--- config.mk ---
export PLATFORM = sky130hd
export DESIGN_NAME = agomr_regs
export DESIGN_NICKNAME = d
export VERILOG_FILES = /design/src/agomr_pkg.sv /design/src/agomr_regs.sv
export SDC_FILE = /design/constraint.sdc
export NUM_CORES = 2
export LEC_CHECK = 0
export BUFFER_PORTS_ARGS = -buffer_cell sky130_fd_sc_hd__buf_2
export CAP_MARGIN = 10
export CORE_UTILIZATION = 45
export CTS_CLUSTER_DIAMETER = 50
export CTS_CLUSTER_SIZE = 16
export DETAILED_ROUTE_END_ITERATION = 8
export PLACE_DENSITY = 0.68
export SLEW_MARGIN = 5
export SYNTH_ARGS = -nofsm -noshare
export SYNTH_HDL_FRONTEND = slang
export SYNTH_SLANG_ARGS = --single-unit
--- constraint.sdc ---
create_clock -name clk -period 21.4 [get_ports clk]
set_clock_uncertainty 0.15 [all_clocks]
set_input_delay 1.07 -clock clk [delete_from_list [all_inputs] [get_ports clk]]
set_output_delay 1.07 -clock clk [all_outputs]
set_load 0.01 [all_outputs]
--- src/agomr_pkg.sv ---
// package: offsets, fields, resets and codes of the gain and output mode registers
`default_nettype none
package agomr_pkg;
  // register offsets
  localparam logic [7:0] CHAN0_GAIN_LOW_OFS   = 8'h1c;
  localparam logic [7:0] CHAN0_GAIN_HIGH_OFS  = 8'h1d;
  localparam logic [7:0] CHAN1_GAIN_LOW_OFS   = 8'h1e;
  localparam logic [7:0] CHAN1_GAIN_HIGH_OFS  = 8'h1f;
  localparam logic [7:0] OUTPUT_FMT_CTRL_OFS  = 8'h20;
  localparam logic [7:0] INT_OSC_CTRL_OFS     = 8'h21;
  localparam logic [7:0] TEST_PAT_BYTE0_OFS   = 8'h23;
  localparam logic [7:0] TEST_PAT_BYTE1_OFS   = 8'h24;
  localparam logic [7:0] TEST_PAT_BYTE2_OFS   = 8'h25;
  localparam logic [7:0] TEST_PAT_BYTE3_OFS   = 8'h26;
  // reset values
  localparam logic [7:0] GAIN_LOW_RST         = 8'h00;
  localparam logic [7:0] GAIN_HIGH_RST        = 8'h80;
  localparam logic [7:0] OUTPUT_FMT_CTRL_RST  = 8'h00;
  localparam logic [1:0] FREQ_DIV_RST         = 2'h0;
  localparam logic [5:0] PULSE_LIMIT_RST      = 6'h00;
  localparam logic [7:0] TEST_PAT_BYTE0_RST   = 8'h0f;
  localparam logic [7:0] TEST_PAT_BYTE1_RST   = 8'h0f;
  localparam logic [7:0] TEST_PAT_BYTE2_RST   = 8'h5a;
  localparam logic [7:0] TEST_PAT_BYTE3_RST   = 8'h5a;
  // field positions in output_format_control
  localparam int LANE_SEL_LSB   = 6;
  localparam int CLK_SEL_LSB    = 4;
  localparam int DDR_BIT        = 3;
  localparam int FMT_SEL_LSB    = 0;
  // field positions in internal_osc_control
  localparam int PULSE_LIMIT_LSB = 2;
  localparam int FREQ_DIV_LSB    = 0;
  // gain scaling: unity word is 2^15
  localparam logic [15:0] GAIN_UNITY = 16'h8000;
  localparam int          GAIN_SHIFT = 15;
  typedef enum logic [1:0] {
    AGOMR_LANE_ONE   = 2'b00,
    AGOMR_LANE_TWO   = 2'b01,
    AGOMR_LANE_FOUR  = 2'b10,
    AGOMR_LANE_INTLV = 2'b11
  } agomr_lane_t;
  typedef enum logic [1:0] {
    AGOMR_CLK_HOST   = 2'b00,
    AGOMR_CLK_ECHO   = 2'b01,
    AGOMR_CLK_MASTER = 2'b10,
    AGOMR_CLK_BAD    = 2'b11
  } agomr_clk_t;
  typedef enum logic [2:0] {
    AGOMR_FMT_D24     = 3'b000,
    AGOMR_FMT_D16_CM8 = 3'b001,
    AGOMR_FMT_D24_CM8 = 3'b010,
    AGOMR_FMT_AVG30   = 3'b011,
    AGOMR_FMT_PATTERN = 3'b100
  } agomr_fmt_t;
  // output word sizes in bits
  localparam logic [6:0] WORD_BITS_24 = 7'd24;
  localparam logic [6:0] WORD_BITS_32 = 7'd32;
  // oscillator divider codes
  localparam logic [1:0] FREQ_DIV_1 = 2'b00;
  localparam logic [1:0] FREQ_DIV_2 = 2'b01;
  localparam logic [1:0] FREQ_DIV_4 = 2'b10;
endpackage : agomr_pkg
`default_nettype wire

--- src/agomr_regs.sv ---
// gain and output mode register bank with per-channel gain, word formatting and oscillator gate
//
// Function
// each channel result is multiplied by its unsigned 16-bit gain word and divided by 0x8000.
// gain word 0xffff gives the largest gain, 0xffff/0x8000 = 1.99997.
// both gain words reset to high byte 0x80 and low byte 0x00, which is unity gain.
// lane select 00, 01, 10 gives one, two or four lanes per channel.
// lane select 11 interleaves both channels on the first data lane.
// clocking select 00 host, 01 echo, 10 device master; the host never writes 11.
// bit 3 picks single (0) or double (1) data rate; double only with echo or master clock.
// format 000 is 24-bit diff, 001 is 16-bit diff plus 8-bit cm, 010 is 24-bit diff plus cm.
// format 011 is a 30-bit averaged result followed by an overrange and a sync bit.
// format 100 sends the 32-bit test pattern instead of conversion data.
// the read-only pulse limit caps each oscillator burst at the limit plus one pulses.
// the pulse limit is computed from word size, active lanes and data rate.
// the oscillator divider divides by 1, 2 or 4 for codes 00, 01, 10.
// the 32-bit test pattern held in four byte registers is applied to both channels.
// the host never writes format codes 101 to 111 or divider code 11.
`timescale 1ns/1ps
`default_nettype none

////////////////////////////////////////////////////////////////////////////////
// one channel: gain multiply and output word formatting
module agomr_chan
  import agomr_pkg::*;
(
  // clock and reset
  input  wire logic        clk,
  input  wire logic        rst_b,
  // conversion inputs
  input  wire logic        sample_valid,
  input  wire logic [23:0] diff_in,
  input  wire logic [7:0]  cm_in,
  input  wire logic [29:0] avg_in,
  input  wire logic        ovr_in,
  input  wire logic        sync_in,
  // configuration
  input  wire logic [15:0] gain_word,
  input  wire logic [2:0]  fmt_sel,
  input  wire logic [31:0] pattern,
  // formatted output
  output logic [31:0]      word_ff,
  output logic             word_valid_ff
);
  import agomr_pkg::*;

  logic signed [40:0] prod;
  logic signed [25:0] scaled;
  logic               fits;
  logic        [23:0] gained;
  logic        [31:0] nxt_word;

  assign prod   = $signed(diff_in) * $signed({1'b0, gain_word});
  assign scaled = prod[40:GAIN_SHIFT];
  assign fits   = (scaled[25:23] == 3'b000) || (scaled[25:23] == 3'b111);
  assign gained = fits ? scaled[23:0] : (scaled[25] ? 24'h800000 : 24'h7fffff);

  always_comb begin
    unique case (agomr_fmt_t'(fmt_sel))
      AGOMR_FMT_D24:     nxt_word = {gained, 8'h00};
      AGOMR_FMT_D16_CM8: nxt_word = {gained[23:8], cm_in, 8'h00};
      AGOMR_FMT_D24_CM8: nxt_word = {gained, cm_in};
      AGOMR_FMT_AVG30:   nxt_word = {avg_in, ovr_in, sync_in};
      AGOMR_FMT_PATTERN: nxt_word = pattern;
      default:           nxt_word = 32'h00000000;
    endcase
  end

  always_ff @(posedge clk) begin
    if (!rst_b) begin
      word_ff       <= 32'h00000000;
      word_valid_ff <= 1'b0;
    end else begin
      word_valid_ff <= sample_valid;
      if (sample_valid) begin
        word_ff <= nxt_word;
      end
    end
  end
endmodule : agomr_chan

////////////////////////////////////////////////////////////////////////////////
// top: register bank, pulse limit, oscillator divider and burst gate
module agomr_regs
  import agomr_pkg::*;
(
  // clock and reset
  input  wire logic        clk,
  input  wire logic        rst_b,
  // register port
  input  wire logic [7:0]  reg_addr,
  input  wire logic [7:0]  reg_wdata,
  input  wire logic        reg_wr,
  input  wire logic        reg_rd,
  output logic [7:0]       reg_rdata_ff,
  // channel 0 conversion inputs
  input  wire logic        chan0_valid,
  input  wire logic [23:0] chan0_diff,
  input  wire logic [7:0]  chan0_cm,
  input  wire logic [29:0] chan0_avg,
  input  wire logic        chan0_ovr,
  input  wire logic        chan0_sync,
  // channel 1 conversion inputs
  input  wire logic        chan1_valid,
  input  wire logic [23:0] chan1_diff,
  input  wire logic [7:0]  chan1_cm,
  input  wire logic [29:0] chan1_avg,
  input  wire logic        chan1_ovr,
  input  wire logic        chan1_sync,
  // formatted words
  output logic [31:0]      chan0_word_ff,
  output logic             chan0_word_valid_ff,
  output logic [31:0]      chan1_word_ff,
  output logic             chan1_word_valid_ff,
  // decoded serial output mode
  output logic [2:0]       lanes_per_chan_ff,
  output logic             interleave_ff,
  output logic [1:0]       clocking_select_ff,
  output logic             double_rate_enable_ff,
  output logic [2:0]       output_format_select_ff,
  // internal oscillator
  input  wire logic        osc_in,
  input  wire logic        osc_burst_run,
  output logic             osc_tick_ff,
  output logic [5:0]       osc_pulse_limit_ff
);
  import agomr_pkg::*;
  ////////////////////////////////////////////////////////////////////////////////
  // register storage
  logic [15:0] chan0_gain_word_ff;
  logic [15:0] chan1_gain_word_ff;
  logic [7:0]  mode_ff;
  logic [1:0]  osc_freq_divider_ff;
  logic [31:0] test_pattern_word_ff;
  logic wr_g0l, wr_g0h, wr_g1l, wr_g1h, wr_mode, wr_osc;
  logic wr_p0, wr_p1, wr_p2, wr_p3;

  assign wr_g0l  = reg_wr && (reg_addr == CHAN0_GAIN_LOW_OFS);
  assign wr_g0h  = reg_wr && (reg_addr == CHAN0_GAIN_HIGH_OFS);
  assign wr_g1l  = reg_wr && (reg_addr == CHAN1_GAIN_LOW_OFS);
  assign wr_g1h  = reg_wr && (reg_addr == CHAN1_GAIN_HIGH_OFS);
  assign wr_mode = reg_wr && (reg_addr == OUTPUT_FMT_CTRL_OFS);
  assign wr_osc  = reg_wr && (reg_addr == INT_OSC_CTRL_OFS);
  assign wr_p0   = reg_wr && (reg_addr == TEST_PAT_BYTE0_OFS);
  assign wr_p1   = reg_wr && (reg_addr == TEST_PAT_BYTE1_OFS);
  assign wr_p2   = reg_wr && (reg_addr == TEST_PAT_BYTE2_OFS);
  assign wr_p3   = reg_wr && (reg_addr == TEST_PAT_BYTE3_OFS);

  always_ff @(posedge clk) begin
    if (!rst_b) begin
      chan0_gain_word_ff <= {GAIN_HIGH_RST, GAIN_LOW_RST};
      chan1_gain_word_ff <= {GAIN_HIGH_RST, GAIN_LOW_RST};
    end else begin
      if (wr_g0l) chan0_gain_word_ff[7:0]  <= reg_wdata;
      if (wr_g0h) chan0_gain_word_ff[15:8] <= reg_wdata;
      if (wr_g1l) chan1_gain_word_ff[7:0]  <= reg_wdata;
      if (wr_g1h) chan1_gain_word_ff[15:8] <= reg_wdata;
    end
  end

  always_ff @(posedge clk) begin
    if (!rst_b) begin
      mode_ff             <= OUTPUT_FMT_CTRL_RST;
      osc_freq_divider_ff <= FREQ_DIV_RST;
    end else begin
      if (wr_mode) mode_ff <= reg_wdata;
      if (wr_osc) osc_freq_divider_ff <= reg_wdata[FREQ_DIV_LSB +: 2];
    end
  end

  always_ff @(posedge clk) begin
    if (!rst_b) begin
      test_pattern_word_ff <= {TEST_PAT_BYTE3_RST, TEST_PAT_BYTE2_RST,
                               TEST_PAT_BYTE1_RST, TEST_PAT_BYTE0_RST};
    end else begin
      if (wr_p0) test_pattern_word_ff[7:0]   <= reg_wdata;
      if (wr_p1) test_pattern_word_ff[15:8]  <= reg_wdata;
      if (wr_p2) test_pattern_word_ff[23:16] <= reg_wdata;
      if (wr_p3) test_pattern_word_ff[31:24] <= reg_wdata;
    end
  end

  ////////////////////////////////////////////////////////////////////////////////
  // read path, data in the cycle after the strobe
  logic [7:0] rd_mux;

  assign rd_mux =
    (reg_addr == CHAN0_GAIN_LOW_OFS)  ? chan0_gain_word_ff[7:0]    :
    (reg_addr == CHAN0_GAIN_HIGH_OFS) ? chan0_gain_word_ff[15:8]   :
    (reg_addr == CHAN1_GAIN_LOW_OFS)  ? chan1_gain_word_ff[7:0]    :
    (reg_addr == CHAN1_GAIN_HIGH_OFS) ? chan1_gain_word_ff[15:8]   :
    (reg_addr == OUTPUT_FMT_CTRL_OFS) ? mode_ff                    :
    (reg_addr == INT_OSC_CTRL_OFS)    ? {osc_pulse_limit_ff, osc_freq_divider_ff} :
    (reg_addr == TEST_PAT_BYTE0_OFS)  ? test_pattern_word_ff[7:0]  :
    (reg_addr == TEST_PAT_BYTE1_OFS)  ? test_pattern_word_ff[15:8] :
    (reg_addr == TEST_PAT_BYTE2_OFS)  ? test_pattern_word_ff[23:16] :
    (reg_addr == TEST_PAT_BYTE3_OFS)  ? test_pattern_word_ff[31:24] :
    8'h00;

  always_ff @(posedge clk) begin
    if (!rst_b) begin
      reg_rdata_ff <= 8'h00;
    end else begin
      reg_rdata_ff <= reg_rd ? rd_mux : 8'h00;
    end
  end

  ////////////////////////////////////////////////////////////////////////////////
  // mode decode
  logic [1:0] lane_select;
  logic [1:0] clocking_select;
  logic       double_rate_enable;
  logic [2:0] output_format_select;
  logic [2:0] nxt_lanes;
  logic [1:0] lane_shift;
  logic       nxt_intlv;

  assign lane_select          = mode_ff[LANE_SEL_LSB +: 2];
  assign clocking_select      = mode_ff[CLK_SEL_LSB +: 2];
  assign double_rate_enable   = mode_ff[DDR_BIT];
  assign output_format_select = mode_ff[FMT_SEL_LSB +: 3];

  always_comb begin
    unique case (agomr_lane_t'(lane_select))
      AGOMR_LANE_ONE: begin
        nxt_lanes  = 3'd1;
        lane_shift = 2'd0;
        nxt_intlv  = 1'b0;
      end
      AGOMR_LANE_TWO: begin
        nxt_lanes  = 3'd2;
        lane_shift = 2'd1;
        nxt_intlv  = 1'b0;
      end
      AGOMR_LANE_FOUR: begin
        nxt_lanes  = 3'd4;
        lane_shift = 2'd2;
        nxt_intlv  = 1'b0;
      end
      AGOMR_LANE_INTLV: begin
        nxt_lanes  = 3'd1;
        lane_shift = 2'd0;
        nxt_intlv  = 1'b1;
      end
    endcase
  end

  always_ff @(posedge clk) begin
    if (!rst_b) begin
      lanes_per_chan_ff       <= 3'd1;
      interleave_ff           <= 1'b0;
      clocking_select_ff      <= 2'b00;
      double_rate_enable_ff   <= 1'b0;
      output_format_select_ff <= 3'b000;
    end else begin
      lanes_per_chan_ff       <= nxt_lanes;
      interleave_ff           <= nxt_intlv;
      clocking_select_ff      <= clocking_select;
      double_rate_enable_ff   <= double_rate_enable;
      output_format_select_ff <= output_format_select;
    end
  end

  ////////////////////////////////////////////////////////////////////////////////
  // pulse limit: clocks per frame minus one
  logic [6:0] word_bits;
  logic [7:0] frame_bits;
  logic [7:0] frame_clks;
  logic [5:0] nxt_limit;

  assign word_bits  = (output_format_select == AGOMR_FMT_D24 ||
                       output_format_select == AGOMR_FMT_D16_CM8) ?
                      WORD_BITS_24 : WORD_BITS_32;
  assign frame_bits = nxt_intlv ? {word_bits, 1'b0} : {1'b0, word_bits};
  assign frame_clks = frame_bits >> (lane_shift + {1'b0, double_rate_enable});
  assign nxt_limit  = 6'(frame_clks - 8'd1);

  always_ff @(posedge clk) begin
    if (!rst_b) begin
      osc_pulse_limit_ff <= PULSE_LIMIT_RST;
    end else begin
      osc_pulse_limit_ff <= nxt_limit;
    end
  end

  ////////////////////////////////////////////////////////////////////////////////
  // oscillator: synchronise, divide, gate the burst
  logic       osc_s1_ff;
  logic       osc_s2_ff;
  logic       osc_s3_ff;
  logic [1:0] div_cnt_ff;
  logic [6:0] burst_cnt_ff;
  logic       osc_rise;
  logic       div_hit;
  logic       burst_open;
  logic [1:0] div_max;

  always_ff @(posedge clk) begin
    if (!rst_b) begin
      osc_s1_ff <= 1'b0;
      osc_s2_ff <= 1'b0;
      osc_s3_ff <= 1'b0;
    end else begin
      osc_s1_ff <= osc_in;
      osc_s2_ff <= osc_s1_ff;
      osc_s3_ff <= osc_s2_ff;
    end
  end

  assign osc_rise   = osc_s2_ff && !osc_s3_ff;
  assign div_max    = (osc_freq_divider_ff == FREQ_DIV_4) ? 2'd3 :
                      (osc_freq_divider_ff == FREQ_DIV_2) ? 2'd1 : 2'd0;
  assign div_hit    = osc_rise && (div_cnt_ff == div_max);
  assign burst_open = osc_burst_run && (burst_cnt_ff <= {1'b0, osc_pulse_limit_ff});

  always_ff @(posedge clk) begin
    if (!rst_b) begin
      div_cnt_ff   <= 2'd0;
      burst_cnt_ff <= 7'd0;
      osc_tick_ff  <= 1'b0;
    end else begin
      if (!osc_burst_run) begin
        div_cnt_ff <= 2'd0;
      end else if (osc_rise) begin
        div_cnt_ff <= (div_cnt_ff == div_max) ? 2'd0 : div_cnt_ff + 2'd1;
      end
      if (!osc_burst_run) begin
        burst_cnt_ff <= 7'd0;
      end else if (div_hit && burst_open) begin
        burst_cnt_ff <= burst_cnt_ff + 7'd1;
      end
      osc_tick_ff <= div_hit && burst_open;
    end
  end

  ////////////////////////////////////////////////////////////////////////////////
  // channels
  agomr_chan u_chan0 (
    .clk           (clk),
    .rst_b         (rst_b),
    .sample_valid  (chan0_valid),
    .diff_in       (chan0_diff),
    .cm_in         (chan0_cm),
    .avg_in        (chan0_avg),
    .ovr_in        (chan0_ovr),
    .sync_in       (chan0_sync),
    .gain_word     (chan0_gain_word_ff),
    .fmt_sel       (output_format_select),
    .pattern       (test_pattern_word_ff),
    .word_ff       (chan0_word_ff),
    .word_valid_ff (chan0_word_valid_ff)
  );
  agomr_chan u_chan1 (
    .clk           (clk),
    .rst_b         (rst_b),
    .sample_valid  (chan1_valid),
    .diff_in       (chan1_diff),
    .cm_in         (chan1_cm),
    .avg_in        (chan1_avg),
    .ovr_in        (chan1_ovr),
    .sync_in       (chan1_sync),
    .gain_word     (chan1_gain_word_ff),
    .fmt_sel       (output_format_select),
    .pattern       (test_pattern_word_ff),
    .word_ff       (chan1_word_ff),
    .word_valid_ff (chan1_word_valid_ff)
  );
endmodule : agomr_regs
`default_nettype wire

==> metrics.md <==
| Metric | Value |
|---|---|
| Latest clock arrival within the worst-skew pair | `0.45 ns` |
| Antenna violations before repair | `15` |
| Ys Warns | `0` |
| Cell depth of the worst flop-to-flop path | `23` |
| Routed len/inst | `19.46 um` |
| Mean Syn Cell Area | `8.517 sq um` |
| Fmax | `124.3 MHz` |
| Total global-route track usage | `26.67%` |
| WP buf/inv | `5` |
| Endpoints failing hold | `0` |
| Period utilization | `37.60%` |
| Endpoint class of the critical path | `register` |
| Final GP Congestion | `0.9393` |
| Clock sink total | `177` |
| First-pass GRT wire length | `170.3 mm` |
| Netlist Area Pre-Place | `0.03634 sq mm` |
| DRT Pass-1 Iters | `6` |
| Startpoint Class | `register` |
| Total of max-cap violations | `0` |
| Setup Fix Bufs, Post-CTS | `0` |
| Cell Pwr Density | `22.90 mW/mm^2` |
| VDD IR max | `54.82 uV` |
| Mapped Nets | `5381` |
| HPWL Detailed | `85.51 mm` |
| CP most frequent cell | `fa_1` |
| Area growth syn-to-layout | `7.274%` |
| Hold depth | `1` |
| # fillers | `7719` |
| Starting Density | `45.78%` |
| Fin Hold WS | `0.2955 ns` |
| Core Area | `0.07939 sq mm` |
| Critical-path maximum fanout | `26` |
| Endpoints failing setup | `0` |
| Crit path max-delay cell type | `dfxtp_1` |
| CTS hold repair buffers | `0` |
| TritonCTS clock tree | `built` |
| Die area | `0.08190 sq mm` |
| Post-CTS Resized | `0` |
| DR iter-0 viols | `2467` |
| Top_reg_cell synth | `dfxtp_1` |
| Seq/Total Area, Yosys | `9.750%` |
| Post-synth EDFFs | `0` |
| Actual slew at the worst max-slew pin | `1.216 ns` |
| DP Worst Slack | `13.05 ns` |
| DR vias | `29250` |
| Final Max Tran Viols | `0` |
| RSZ-0062 raised after global routing | `false` |
| Final cell area excluding filler cells | `0.03899 sq mm` |
| Crit path cell chain | `nand2_1 -> inv_1 -> fa_1 -> inv_1 -> fa_1 -> inv_1 -> fa_1 -> fa_1 -> fa_1 -> inv_1 -> fa_1 -> inv_1 -> ha_1 -> a21o_1 -> or3_1 -> o32ai_2 -> o211ai_1 -> o211a_1 -> nor3_2 -> nand3_1 -> a21oi_1 -> o21ai_1 -> a21oi_1` |
| Number of vias per cell | `5.400` |
| WP depth | `23` |
| Largest net degree at the start of global routing | `81` |
| Status | `completed` |
| Multi-input logic area | `0.02852 sq mm` |
| Total congestion overflow | `0` |
| Die H | `286.2 um` |
| CTS root buffer | `clkbuf_16` |
| Yosys cell types | `80` |
| Cells after synthesis | `4267` |
| Worst slew margin | `18.84%` |
| WS Path Type | `register to register` |
| I/O pin cnt | `243` |
| Placed cell areas | `0.03833 sq mm` |
| Hold crit path type | `register to register` |
| Reg clk slew, reported paths | `0.07 ns` |
| WL final | `105.4 mm` |
| Die width | `286.2 um` |
| Worst Slack Setup Final | `13.35 ns` |
| Critical Path AT | `8.26 ns` |
| Max incr delay on CP | `1.13 ns` |
| Register area | `0.003543 sq mm` |
| Min Clock Period, post-route | `8.046 ns` |
| Port buffer count | `242` |
| Critical path required time | `21.62 ns` |
| Longest Clk Path Bufs | `2` |
| Synth async-reset ratio | `0%` |
| Fin nets | `5459` |
| Post-synthesis register bit count | `177` |
| Number of global-route vias before repair | `30450` |
| H-tree Lvls | `4` |
| Remaining DRCs | `0` |
| Share of cells above drive strength 1 | `7.756%` |
| FP Rows | `103` |
| Largest delay contributor family on the critical path | `adder cells` |
| Num CTS Buffers | `17` |
| TNS Setup | `0 ns` |
| Routed Antenna Nets | `0` |
| Leak | `0.01946 uW` |
==> cell families after synthesis <==
kind of cell | share of synthesized area, %
flip-flops | 9.750
AND/OR/NAND/NOR | 17.20
multiplexers | 1.618
XOR/XNOR | 1.759
buffers and inverters | 11.85
adder cells (fa/ha/maj) | 48.61
AO/OA/AOI/OAI | 9.213
==> placed cells by master (no fill, tap or decap), types with 55 or more instances in the layout <==
cell     synthesis  layout
nand2_1        657     657
ha_1           212     212
dfxtp_1        177     177
inv_1          921     920
mux2i_1         55      55
nand3_1         60      60
and2_1         328     328
a21oi_1        199     199
nor2_1         126     125
buf_2            3     242
fa_1           750     750
o21ai_0        104     104
==> worst reg2reg max path: cells and delay by family (launching register included) <==
kind	cells	cell delay [ns]
adder cells (fa/ha/maj)	7	3.15
AND/OR/NAND/NOR	4	0.93
AO/OA/AOI/OAI	7	2.17
flip-flops	1	1.13
buffers and inverters	5	0.47
==> stage by stage <==
step	util [%]	power, uW	instances
final	49.11	892.9	5416
after floorplan	-	465.3	4267
after global routing	49.10	926.3	5411
after detailed placement	48.29	547.8	5376
after CTS	49.09	893.0	5408
after global placement	48.29	547.5	5376
==> cell usage after synthesis, drive strengths merged, types with 4 or more instances <==
library cell | n | area, sq um
a211oi | 12 | 107.6
a21boi | 4 | 33.78
a21o | 26 | 195.2
a21oi | 200 | 1005
a221oi | 26 | 227.7
a222oi | 8 | 80.08
a22oi | 34 | 255.2
a31oi | 12 | 81.33
and2 | 330 | 2064
and3 | 18 | 112.6
and4 | 5 | 43.79
buf | 11 | 60.05
clkbuf | 210 | 788.3
dfxtp | 177 | 3543
fa | 750 | 15010
ha | 212 | 2653
inv | 921 | 3457
mux2i | 55 | 550.5
nand2 | 657 | 2466
nand2b | 20 | 125.1
nand3 | 60 | 300.3
nand3b | 6 | 45.04
nand4 | 16 | 100.1
nor2 | 126 | 473.0
nor2b | 36 | 225.2
nor3 | 22 | 115.1
o211a | 4 | 40.04
o211ai | 8 | 60.06
o21a | 6 | 45.04
o21ai | 131 | 655.6
o21bai | 7 | 52.55
o221ai | 5 | 43.79
o22ai | 15 | 93.84
o2bb2ai | 4 | 35.03
or2 | 5 | 31.28
or3 | 8 | 50.05
xnor2 | 48 | 420.4
xor2 | 25 | 219.0
==> flip-flops by register name, indices dropped and copies added (netlist names) <==
name and cells:
lanes_per_chan_ff 3, reg_rdata_ff 8, test_pattern_word_ff 32, osc_freq_divider_ff 2, osc_s3_ff 1, osc_pulse_limit_ff 6
osc_tick_ff 1, u_chan0.word_ff 32, double_rate_enable_ff 1, clocking_select_ff 2, chan0_gain_word_ff 16, u_chan1.word_valid_ff 1
u_chan0.word_valid_ff 1, mode_ff 8, osc_s1_ff 1, osc_s2_ff 1, u_chan1.word_ff 32, burst_cnt_ff 7
output_format_select_ff 3, interleave_ff 1, div_cnt_ff 2, chan1_gain_word_ff 16
==> per-layer routing <==
layer	routed length [um]	track usage, %	up-vias
met3	9267	5.294	193
met1	43590	36.65	14730
met4	3108	7.326	16
li1	-	-	13110
met2	49330	42.84	1199
met5	101	0	-
==> final cells by class <==
type	instances	area share, %
Inverter	921	8.867
Sequential cell	177	9.089
Timing Repair Buffer	280	3.838
Tap cell	1050	3.370
Antenna cell	8	0.05135
Multi-Input combinational cell	2948	73.15
Clock inverter	15	0.5392
Clock buffer	17	1.091
==> report_power, final <==
group | switching (uW) | internal [uW] | leakage [uW]
clock network | 158 | 190 | 0.000306
logic | 131 | 66.1 | 0.0177
registers | 9.11 | 338 | 0.00144
==> final timing paths <==
kind / start / endpoint / slack [ns]
setup / recovery: chan0_gain_word_ff[5]$_SDFFE_PN0P_ / u_chan0.word_ff[29]$_SDFFE_PN0P_ / 13.35
setup reg to reg: chan0_gain_word_ff[5]$_SDFFE_PN0P_ / u_chan0.word_ff[29]$_SDFFE_PN0P_ / 13.35
hold reg to reg: osc_s1_ff$_SDFF_PN0_ / osc_s2_ff$_SDFF_PN0_ / 0.30
hold / removal: osc_s1_ff$_SDFF_PN0_ / osc_s2_ff$_SDFF_PN0_ / 0.30
Power figures use the tool's default switching activity.
